[config.mk]
export PLATFORM = sky130hd
export DESIGN_NAME = smx_slave
export DESIGN_NICKNAME = d
export VERILOG_FILES = /design/src/hdl/smx_pkg.sv /design/src/hdl/smx_pec_if.sv /design/src/hdl/smx_pec.sv /design/src/hdl/smx_slave.sv
export SDC_FILE = /design/constraint.sdc
export NUM_CORES = 1
export LEC_CHECK = 0
export ABC_AREA = 1
export BUFFER_PORTS_ARGS = -buffer_cell sky130_fd_sc_hd__buf_4
export CORE_MARGIN = 3
export CORE_UTILIZATION = 60
export DETAILED_ROUTE_END_ITERATION = 6
export PLACE_DENSITY = 0.91
export RECOVER_POWER = 100
export SLEW_MARGIN = 10
export SYNTH_ARGS = -nofsm -noshare
export SYNTH_HDL_FRONTEND = slang
export SYNTH_SLANG_ARGS = --single-unit
export TNS_END_PERCENT = 10
[constraint.sdc]
create_clock -name clk_sys -period 1.9 [get_ports clk_sys]
set_clock_uncertainty 0.05 [all_clocks]
set_input_delay 0.19 -clock clk_sys [delete_from_list [all_inputs] [get_ports clk_sys]]
set_output_delay 0.19 -clock clk_sys [all_outputs]
set_load 0.05 [all_outputs]
[src/hdl/smx_pkg.sv]
// constants, register map and state codes of the smbus slave extension
// Operation
// - a one in smbus_mode_enable selects smbus operation, otherwise plain two-wire slave
// - in smbus operation only seven-bit addresses match, ten-bit matching is off
// - every timeout limit comes from the timeout_config_register loaded by software
// - packet_check_enable turns on automatic check byte handling for the current transfer
// - check generator takes every data bit outside the idle and skip states, enabled or not
// - receiver compares check byte with own value, acks a match, naks a mismatch
// - a check mismatch sets packet_check_error_flag in the status_register
// - transmitter sends its check byte when remaining_byte_count reaches the last byte
// - receiver treats the byte arriving as remaining_byte_count reaches zero as check byte
// - an expired timeout releases the bus and sets bus_timeout_flag
// - writing one to alert_request_bit pulls the alert line low
// - a pending alert request also enables alert response address matching
// - separate control bits enable alert response and host header address matching
// - a one written to interrupt_mask_clear clears that mask bit, zero leaves it
package smx_pkg;
   // register byte offsets
   localparam logic [7:0]  OFF_CTRL   = 8'h00;
   localparam logic [7:0]  OFF_TOUT   = 8'h04;
   localparam logic [7:0]  OFF_STAT   = 8'h08;
   localparam logic [7:0]  OFF_MASK   = 8'h0c;
   localparam logic [7:0]  OFF_OADDR  = 8'h10;
   localparam logic [7:0]  OFF_COUNT  = 8'h14;
   localparam logic [7:0]  OFF_TXD    = 8'h18;
   localparam logic [7:0]  OFF_RXD    = 8'h1c;
   localparam logic [7:0]  OFF_IDR    = 8'h20;
   // control_register bits
   localparam int          C_EN       = 0;
   localparam int          C_SMBUS_MODE_ENABLE     = 1;
   localparam int          C_PACKET_CHECK_ENABLE    = 2;
   localparam int          C_ALERT    = 3;
   localparam int          C_ARAEN    = 4;
   localparam int          C_HHEN     = 5;
   localparam int          C_TEN      = 6;
   localparam logic [31:0] CTRL_MASK  = 32'h0000_007f;
   // status_register and interrupt_mask bits
   localparam int          S_RXRDY    = 0;
   localparam int          S_TXRDY    = 1;
   localparam int          S_TCOMP    = 3;
   localparam int          S_NAK      = 8;
   localparam int          S_TOUT     = 12;
   localparam int          S_PECERR   = 13;
   localparam int          S_SAM      = 16;
   localparam int          S_ARAM     = 18;
   localparam int          S_HHM      = 19;
   localparam int          S_STO      = 21;
   localparam logic [31:0] STAT_MASK  = 32'h002d_310b;
   // timeout_config_register fields
   localparam int          TO_LIM_MSB = 15;
   localparam int          TO_PRE_LSB = 16;
   localparam int          TO_PRE_MSB = 23;
   // reset values and protocol constants
   localparam logic [31:0] RST_ZERO   = 32'h0000_0000;
   localparam logic [9:0]  RST_OADDR  = 10'h000;
   localparam logic [6:0]  ARA_ADDR   = 7'h0c;
   localparam logic [6:0]  HH_ADDR    = 7'h08;
   localparam logic [4:0]  TEN_HDR    = 5'h1e;
   localparam logic [7:0]  CRC_POLY   = 8'h07;
   localparam logic [7:0]  CRC_ZERO   = 8'h00;
   localparam logic [3:0]  BIT_ACK    = 4'h8;
   localparam logic [3:0]  BIT_FIRST  = 4'h0;
   localparam logic [3:0]  BIT_STEP   = 4'h1;
   // pin engine states
   typedef enum logic [2:0]
   {
      st_idle  = 3'b000,
      st_addr  = 3'b001,
      st_addr2 = 3'b010,
      st_rx    = 3'b011,
      st_tx    = 3'b100,
      st_skip  = 3'b101
   } smx_state_e;
endpackage

[src/hdl/smx_pec_if.sv]
// carrier between the pin engine and the packet check unit
`timescale 1ns/100ps
interface smx_pec_if;
   logic       clear;
   logic       bit_en;
   logic       bit_val;
   logic [7:0] crc;
   modport engine (output clear, output bit_en, output bit_val, input crc);
   modport calc   (input clear, input bit_en, input bit_val, output crc);
endinterface

[src/hdl/smx_pec.sv]
// packet check unit: bitwise crc-8 over every data bit strobed by bit_en
`timescale 1ns/100ps
module smx_pec (
   // clock, reset, enable
   input  wire logic clk_sys,
   input  wire logic srst,
   input  wire logic ce,
   // engine side
   smx_pec_if.calc   pif
);
   logic [7:0] crc;

   function automatic logic [7:0] crc_step(input logic [7:0] c, input logic b);
      crc_step = {c[6:0], 1'b0} ^ ((c[7] ^ b) ? smx_pkg::CRC_POLY : smx_pkg::CRC_ZERO);
   endfunction

   assign pif.crc = crc;

   always_ff @(posedge clk_sys)
   begin
      if (srst)
         crc <= smx_pkg::CRC_ZERO;
      else if (ce)
      begin
         if (pif.clear)
            crc <= smx_pkg::CRC_ZERO;
         else if (pif.bit_en)
            crc <= crc_step(crc, pif.bit_val);
      end
   end
endmodule

[src/hdl/smx_slave.sv]
// smbus slave extension: avalon register file, pin engine, timeout and interrupt
`timescale 1ns/100ps
module smx_slave #(
   parameter int CNT_W = 8
)(
   // clock, reset, enable
   input  wire logic        clk_sys,
   input  wire logic        srst,
   input  wire logic        ce,
   // avalon-mm slave
   input  wire logic [7:0]  address,
   input  wire logic        read,
   input  wire logic        write,
   input  wire logic [31:0] writedata,
   output logic      [31:0] readdata,
   output logic             waitrequest,
   // bus pins
   input  wire logic        scl_i,
   input  wire logic        sda_i,
   output logic             sda_o,
   output logic             sda_oe,
   output logic             alert_o,
   output logic             alert_oe,
   // interrupt
   output logic             irq
);
   localparam logic [CNT_W-1:0] CNT_ONE  = {{(CNT_W-1){1'b0}}, 1'b1};
   localparam logic [CNT_W-1:0] CNT_NONE = {CNT_W{1'b0}};

   smx_pkg::smx_state_e st;
   logic [2:0]       scl_s;
   logic [2:0]       sda_s;
   logic             scl_f;
   logic             sda_f;
   logic [3:0]       bitcnt;
   logic             ackph;
   logic [7:0]       shreg;
   logic [7:0]       rx_data;
   logic [7:0]       tx_data;
   logic [9:0]       own_addr;
   logic [CNT_W-1:0] count;
   logic [31:0]      ctrl;
   logic [31:0]      tcfg;
   logic [31:0]      status;
   logic [31:0]      mask;
   logic [31:0]      ev;
   logic [15:0]      tcnt;
   logic [7:0]       pcnt;

   smx_pec_if pec ();

   ////////////////////////////////////////////////////////////////////////////////////
   // pin sampling: a level counts once the second and third stages agree
   wire scl_new   = (scl_s[1] == scl_s[2]) ? scl_s[2] : scl_f;
   wire sda_new   = (sda_s[1] == sda_s[2]) ? sda_s[2] : sda_f;
   wire scl_rise  = scl_new & ~scl_f;
   wire scl_fall  = ~scl_new & scl_f;
   wire start_det = ~sda_new & sda_f & scl_new & scl_f;
   wire stop_det  = sda_new & ~sda_f & scl_new & scl_f;

   always_ff @(posedge clk_sys)
   begin
      if (srst)
      begin
         scl_s <= 3'h7;
         sda_s <= 3'h7;
         scl_f <= 1'b1;
         sda_f <= 1'b1;
      end
      else if (ce)
      begin
         scl_s <= {scl_s[1:0], scl_i};
         sda_s <= {sda_s[1:0], sda_i};
         scl_f <= scl_new;
         sda_f <= sda_new;
      end
   end

   ////////////////////////////////////////////////////////////////////////////////////
   // byte phases and address matching
   wire in_xfer    = (st != smx_pkg::st_idle) && (st != smx_pkg::st_skip);
   wire data_rise  = scl_rise & in_xfer & (bitcnt < smx_pkg::BIT_ACK);
   wire data_fall  = scl_fall & (bitcnt < smx_pkg::BIT_ACK) & (bitcnt != smx_pkg::BIT_FIRST);
   wire byte_fall  = scl_fall & (bitcnt == smx_pkg::BIT_ACK) & ~ackph;
   wire ack_rise   = scl_rise & (bitcnt == smx_pkg::BIT_ACK) & ackph;
   wire ack_fall   = scl_fall & (bitcnt == smx_pkg::BIT_ACK) & ackph;
   wire smb_on     = ctrl[smx_pkg::C_SMBUS_MODE_ENABLE];
   wire ten_on     = ctrl[smx_pkg::C_TEN] & ~smb_on;
   wire [6:0] a7   = shreg[7:1];
   wire ara_en     = ctrl[smx_pkg::C_ALERT] | ctrl[smx_pkg::C_ARAEN];
   wire hit_own    = ~ten_on & (a7 == own_addr[6:0]);
   wire hit_ara    = smb_on & ara_en & (a7 == smx_pkg::ARA_ADDR) & shreg[0];
   wire hit_hh     = smb_on & ctrl[smx_pkg::C_HHEN] & (a7 == smx_pkg::HH_ADDR) & ~shreg[0];
   wire hit_ten1   = ten_on & (shreg[7:3] == smx_pkg::TEN_HDR)
                     & (shreg[2:1] == own_addr[9:8]) & ~shreg[0];
   wire hit_ten2   = (shreg == own_addr[7:0]);
   wire hit_any    = hit_own | hit_ara | hit_hh;

   // packet check: the count includes the check byte, so one left means check byte
   wire pec_on     = ctrl[smx_pkg::C_PACKET_CHECK_ENABLE] & smb_on;
   wire last_byte  = (count == CNT_ONE);
   wire pec_last   = pec_on & last_byte;
   wire pec_ok     = (pec.crc == smx_pkg::CRC_ZERO);
   wire [7:0] tx_next = pec_last ? pec.crc : tx_data;
   wire cnt_dec    = (count != CNT_NONE)
                     & ((byte_fall & (st == smx_pkg::st_rx)) | (ack_fall & (st == smx_pkg::st_tx)));

   assign pec.clear   = start_det & (st == smx_pkg::st_idle);
   assign pec.bit_en  = data_rise;
   assign pec.bit_val = sda_f;

   smx_pec u_pec (
      .clk_sys (clk_sys),
      .srst    (srst),
      .ce      (ce),
      .pif     (pec.calc)
   );

   ////////////////////////////////////////////////////////////////////////////////////
   // clock-low timeout in prescaled ticks; a zero limit disables it
   wire [15:0] t_lim = tcfg[smx_pkg::TO_LIM_MSB:0];
   wire t_run  = smb_on & (st != smx_pkg::st_idle) & ~scl_f;
   wire t_tick = (pcnt == tcfg[smx_pkg::TO_PRE_MSB:smx_pkg::TO_PRE_LSB]);
   wire t_hit  = t_run & t_tick & (tcnt == t_lim) & (t_lim != 16'h0000);

   always_ff @(posedge clk_sys)
   begin
      if (srst | (ce & ~t_run))
      begin
         tcnt <= 16'h0000;
         pcnt <= 8'h00;
      end
      else if (ce)
      begin
         pcnt <= t_tick ? 8'h00 : pcnt + 8'h01;
         tcnt <= t_tick ? tcnt + 16'h0001 : tcnt;
      end
   end

   ////////////////////////////////////////////////////////////////////////////////////
   // pin engine; while enabled, sda changes only while scl is low so no false start or stop
   always_ff @(posedge clk_sys)
   begin
      if (srst)
      begin
         st      <= smx_pkg::st_idle;
         bitcnt  <= smx_pkg::BIT_FIRST;
         ackph   <= 1'b0;
         shreg   <= 8'h00;
         rx_data <= 8'h00;
         sda_oe  <= 1'b0;
         ev      <= smx_pkg::RST_ZERO;
      end
      else if (ce)
      begin
         ev <= smx_pkg::RST_ZERO;
         if (~ctrl[smx_pkg::C_EN] | t_hit)
         begin
            st     <= smx_pkg::st_idle;
            sda_oe <= 1'b0;
            ev[smx_pkg::S_TOUT] <= t_hit;
         end
         else if (start_det)
         begin
            st     <= smx_pkg::st_addr;
            bitcnt <= smx_pkg::BIT_FIRST;
            ackph  <= 1'b0;
            sda_oe <= 1'b0;
         end
         else if (stop_det)
         begin
            st     <= smx_pkg::st_idle;
            sda_oe <= 1'b0;
            ev[smx_pkg::S_STO] <= (st != smx_pkg::st_idle);
         end
         else
         begin
            if (data_rise)
            begin
               shreg  <= {shreg[6:0], sda_f};
               bitcnt <= bitcnt + smx_pkg::BIT_STEP;
            end
            if (data_fall & (st == smx_pkg::st_tx))
               sda_oe <= ~shreg[7];
            if (ack_rise & (st == smx_pkg::st_tx))
            begin
               ev[smx_pkg::S_TCOMP] <= (count == CNT_NONE);
               if (sda_f)
               begin
                  st <= smx_pkg::st_skip;
                  ev[smx_pkg::S_NAK] <= 1'b1;
               end
            end
            if (byte_fall)
            begin
               ackph <= 1'b1;
               case (st)
                  smx_pkg::st_addr:
                  begin
                     sda_oe <= hit_any | hit_ten1;
                     ev[smx_pkg::S_SAM]  <= hit_own;
                     ev[smx_pkg::S_ARAM] <= hit_ara;
                     ev[smx_pkg::S_HHM]  <= hit_hh;
                     if (hit_any)
                        st <= shreg[0] ? smx_pkg::st_tx : smx_pkg::st_rx;
                     else if (hit_ten1)
                        st <= smx_pkg::st_addr2;
                     else
                        st <= smx_pkg::st_skip;
                  end
                  smx_pkg::st_addr2:
                  begin
                     sda_oe <= hit_ten2;
                     ev[smx_pkg::S_SAM] <= hit_ten2;
                     st <= hit_ten2 ? smx_pkg::st_rx : smx_pkg::st_skip;
                  end
                  smx_pkg::st_rx:
                  begin
                     rx_data <= shreg;
                     ev[smx_pkg::S_RXRDY] <= 1'b1;
                     ev[smx_pkg::S_TCOMP] <= last_byte;
                     // check byte: crc over everything including it is zero on a match
                     sda_oe <= ~pec_last | pec_ok;
                     ev[smx_pkg::S_PECERR] <= pec_last & ~pec_ok;
                  end
                  default:
                     sda_oe <= 1'b0;
               endcase
            end
            if (ack_fall)
            begin
               bitcnt <= smx_pkg::BIT_FIRST;
               ackph  <= 1'b0;
               if (st == smx_pkg::st_tx)
               begin
                  shreg  <= tx_next;
                  sda_oe <= ~tx_next[7];
                  ev[smx_pkg::S_TXRDY] <= ~pec_last;
               end
               else
                  sda_oe <= 1'b0;
            end
         end
      end
   end

   ////////////////////////////////////////////////////////////////////////////////////
   // avalon slave: one wait cycle, writes land on the edge after the one that ends the wait
   wire rd       = read & waitrequest;
   wire wr       = write & ~waitrequest;
   wire wr_ctrl  = wr & (address == smx_pkg::OFF_CTRL);
   wire wr_tout  = wr & (address == smx_pkg::OFF_TOUT);
   wire wr_stat  = wr & (address == smx_pkg::OFF_STAT);
   wire wr_mask  = wr & (address == smx_pkg::OFF_MASK);
   wire wr_oaddr = wr & (address == smx_pkg::OFF_OADDR);
   wire wr_count = wr & (address == smx_pkg::OFF_COUNT);
   wire wr_txd   = wr & (address == smx_pkg::OFF_TXD);
   wire wr_idr   = wr & (address == smx_pkg::OFF_IDR);
   wire [31:0] stat_clr = wr_stat ? writedata : smx_pkg::RST_ZERO;
   wire [31:0] rd_val =
      (address == smx_pkg::OFF_CTRL)  ? ctrl :
      (address == smx_pkg::OFF_TOUT)  ? tcfg :
      (address == smx_pkg::OFF_STAT)  ? status :
      (address == smx_pkg::OFF_MASK)  ? mask :
      (address == smx_pkg::OFF_OADDR) ? 32'(own_addr) :
      (address == smx_pkg::OFF_COUNT) ? 32'(count) :
      (address == smx_pkg::OFF_TXD)   ? 32'(tx_data) :
      (address == smx_pkg::OFF_RXD)   ? 32'(rx_data) :
      smx_pkg::RST_ZERO;

   always_ff @(posedge clk_sys)
   begin
      if (srst)
      begin
         waitrequest <= 1'b1;
         readdata    <= smx_pkg::RST_ZERO;
      end
      else if (ce)
      begin
         waitrequest <= ~((read | write) & waitrequest);
         if (rd)
            readdata <= rd_val;
      end
   end

   // check enable lasts for one transfer: a stop drops it unless software rewrites it
   always_ff @(posedge clk_sys)
   begin
      if (srst)
      begin
         ctrl     <= smx_pkg::RST_ZERO;
         tcfg     <= smx_pkg::RST_ZERO;
         own_addr <= smx_pkg::RST_OADDR;
         tx_data  <= 8'h00;
      end
      else if (ce)
      begin
         if (wr_ctrl)
            ctrl <= writedata & smx_pkg::CTRL_MASK;
         else if (ev[smx_pkg::S_STO])
            ctrl[smx_pkg::C_PACKET_CHECK_ENABLE] <= 1'b0;
         if (wr_tout)
            tcfg <= writedata;
         if (wr_oaddr)
            own_addr <= writedata[9:0];
         if (wr_txd)
            tx_data <= writedata[7:0];
      end
   end

   always_ff @(posedge clk_sys)
   begin
      if (srst)
      begin
         count    <= CNT_NONE;
         mask     <= smx_pkg::RST_ZERO;
         status   <= smx_pkg::RST_ZERO;
         irq      <= 1'b0;
         alert_oe <= 1'b0;
         alert_o  <= 1'b0;
         sda_o    <= 1'b0;
      end
      else if (ce)
      begin
         if (wr_count)
            count <= writedata[CNT_W-1:0];
         else if (cnt_dec)
            count <= count - CNT_ONE;
         if (wr_mask)
            mask <= writedata & smx_pkg::STAT_MASK;
         else if (wr_idr)
            mask <= mask & ~writedata;
         status   <= ((status & ~stat_clr) | ev) & smx_pkg::STAT_MASK;
         irq      <= |(status & mask);
         alert_oe <= ctrl[smx_pkg::C_ALERT];
      end
   end
endmodule

==> metrics.yaml <==
logic_synthesis:
  synthArstFlopShare_pct: 0
  synth_cell_type_count: 50
  synth_top_flop_cell: "dfxtp_1"
  synth_edf_count: 0
  synth_sequential_area_ratio_pct: 40.4
  synth_area_mm2: 0.0107
  syn_inst: 1548
  syn_avg_cell_area_um2: 6.94
  ys_warn_count: 0
  ys_ff_latch: 217
sta:
  slew_headroom_pct: 54.0
  tightest_slew_ns: 0.690
  finalCriticalPeriod_ns: 1.96
  slew_violations: 0
  hold_viol_final: 0
  fmax_ghz: 0.510
  period_share_pct: 103
  rsz0062_at_grt: "yes"
  setup_viol: 17
  timing.final.ws_setup_ns: -0.0621
detailed_routing:
  remaining_drc_errors: 3
  vias_per_cell: 6.11
  drt-total-wl_um: 36200
  wire_per_inst_um: 18.6
  drt_first_pass_iters: 7
  routed-via-count: 11935
  antenna_left: 0
  drt_iter0_drc: 1638
floorplanning:
  start_util_pct: 61.7
  fp.dieArea_mm2: 0.0196
  die-height_um: 140
  num_io_pins: 85
  row_count: 48
  fp.dieW_um: 140
  coreArea_mm2: 0.0174
placement:
  place_ws_ns: -0.0734
  dp_cells: 1877
  dpl.hpwl_um: 23600
  place_congestion: 1.00
  io_buffers: 82
setup_path:
  crit_start: "pcnt[1]"
  slowest_delay_ns: 0.42
  endpoint_kind: "flip-flop"
  worst_ep_required_time_ns: 2.22
  critical_path_class: "flip-flop to flip-flop"
  cp_max_fo: 5
  cpMaxStageDelayCell: "dfxtp_1"
  cp-start-kind: "flip-flop"
  crit_family: "simple AND/OR/NAND/NOR gates"
  arrival_ns: 2.28
  path_cells: "xnor2_1 > nand2_1 > nor2_2 > nand2_2 > nor2_4 > nand2_4 > nand4_4 > clkinv_4 > buf_4 > nand3_1 > a21oi_1"
  crit_buf_inv: 2
  r2r_start: "pcnt[1]"
power:
  finalPower_uw: 9830
  p_seq_share_pct: 46.7
  clkPwrFrac_pct: 47.4
  swShare_pct: 22.9
  p_int_uw: 7580
  worst_ir_drop_vdd_uv: 760
  pwr-share-comb_pct: 5.9
  power_switching_uw: 2250
  p_leak_uw: 0.00550
  p_per_area_mw_per_mm2: 744
finish:
  area_growth_pct: 23.0
  multiInputGateArea_mm2: 0.00555
  diodes: 0
  fin_cells: 1952
  layout-drive-gt1-share_pct: 16.2
  fillers: 1227
  nets: 1768
  seqCellArea_mm2: 0.00437
  fin_util_pct: 75.9
global_routing:
  grt_pass1_vias: 11143
  grt_usage_pct: 34.7
  grt_max_degree: 52
  gr-total-overflow: 0
  antenna_found_initial: 0
  grt_pass1_wl_um: 56200
outcome:
  violations: "design-rule violations, negative setup slack"
  outcome: "finished with violations"
clocking:
  clk_pin_slew_worst_paths_ns: 0.07
  cts_sinks: 217
  root_buffer: "clkbuf_16"
  cts_buffers: 23
  htree_levels: 1
  clockBufferDepth: 3
  clk_latency_ns: 0.52
  cts_tree: "built"
flow_run:
  timing.max_cap.violations: 0
worst_hold_path:
  hp-class: "input pin to flip-flop"
  min-delay-start: "writedata[1]"
-- metrics by stage --
stage	instance area, µm²	TNS, ns	hold slack [ns]
after floorplan	10800	0	0.266
after global placement	12000	0	0.354
after detailed placement	12000	-0.231	0.359
after CTS	13200	0	0.00202
after global routing	13200	-3.70	0.0429
final	13200	-0.365	0.0231
-- worst reg2reg max path, stage by stage, from the launching register on --
cell	delay [ns]
dfxtp_1	0.42
xnor2_1	0.18
nand2_1	0.11
nor2_2	0.14
nand2_2	0.11
nor2_4	0.14
nand2_4	0.11
nand4_4	0.14
clkinv_4	0.12
buf_4	0.16
nand3_1	0.08
a21oi_1	0.07
-- state kept, by name (all words and copies together) (netlist names), 10 cells and up --
| signal | cells |
|---|---|
| readdata | 32 |
| status | 10 |
| tcnt | 16 |
| own_addr | 10 |
| mask | 32 |
| ev | 10 |
| tcfg | 32 |
-- routing by layer --
layer  GRT usage, %  vias up  part of all wire (%)  wire, µm
met1           45.7     5425                    38     13600
met4           15.0        0                   5.7      2070
li1               -     5409                     -         -
met3           5.64      222                    11      4100
met5              0        -                     0         0
met2           56.5      879                    45     16500
-- power by group through the flow --
stage                     clock (µW)  combinational [µW]  sequential [µW]
after floorplan                    0                 257             4700
after global placement             0                 474             4690
after detailed placement           0                 487             4690
after CTS                       4640                 553             4590
after global routing            4850                 613             4590
final                           4660                 579             4590
-- Yosys cell counts, types with 15 or more instances --
library cell	n	area [µm²]
xnor2_1	16	140
o21ai_1	20	100
inv_2	15	56.3
nor2_1	128	480
nor3_1	16	80.1
o21ai_0	133	666
clkbuf_1	38	143
nand4_1	24	150
inv_1	153	574
nand2_1	353	1330
dfxtp_1	217	4340
a21oi_1	184	921
nand3_1	86	430
xor2_1	24	210
-- cell usage in the layout (no fill, tap or decap), types with 4 or more instances in the layout --
cell / n
dfxtp_2: 12
clkinv_1: 4
a31oi_1: 5
o21ai_1: 24
dfxtp_1: 203
a211oi_1: 10
nand2_1: 344
buf_12: 5
dlygate4sd3_1: 36
o211ai_1: 8
nand2_2: 13
nor2_2: 12
a21oi_1: 180
nor3_2: 4
nand3_1: 84
xor2_1: 24
nor3_1: 15
xnor2_1: 15
inv_2: 23
o22ai_2: 5
nor2_4: 12
clkinv_2: 5
clkbuf_1: 39
nand4_1: 24
clkbuf_16: 23
a21oi_2: 5
inv_1: 143
a22o_1: 11
bufinv_16: 4
nor2_1: 122
buf_6: 4
o21ai_0: 129
ha_1: 6
buf_4: 125
-- cell families (layout without fill, tap and decap cells) --
kind of cell,count (synthesis),after routing,synth area share (%)
simple gates,649,649,26.4
fa+ha+maj,7,7,0.815
buf+inv,242,420,9.37
flops,217,217,40.4
other cells,1,2,0.0349
compound gates,392,392,19.7
xor+xnor,40,40,3.26
-- timing repair --
item	in CTS	in global routing
cloned	0	1
hold endpoints to repair	74	0
gates resized for setup	9	65
pin swaps	7	12
setup endpoints to repair	6	103
hold buffers	36	0
buffers inserted	0	1
-- final timing paths --
kind / slack [ns] / to / cells past startpoint
setup reg to reg: -0.06 / ev[1] / 11
setup / recovery: -0.06 / ev[1] / 11
hold / removal: 0.02 / tx_data[1] / 3
hold reg to reg: 0.40 / mask[27] / 2
-- cell type report --
class / count / area share [%]
Multi-Input combinational cell: 1090 / 42.0
Timing Repair inverter: 1 / 0.0379
Timing Repair Buffer: 208 / 12.0
Sequential cell: 217 / 33.0
Clock buffer: 27 / 4.54
Inverter: 173 / 5.00
Tap cell: 225 / 2.13
Clock inverter: 11 / 1.26
Note: power is estimated with default switching activity, not from simulation.
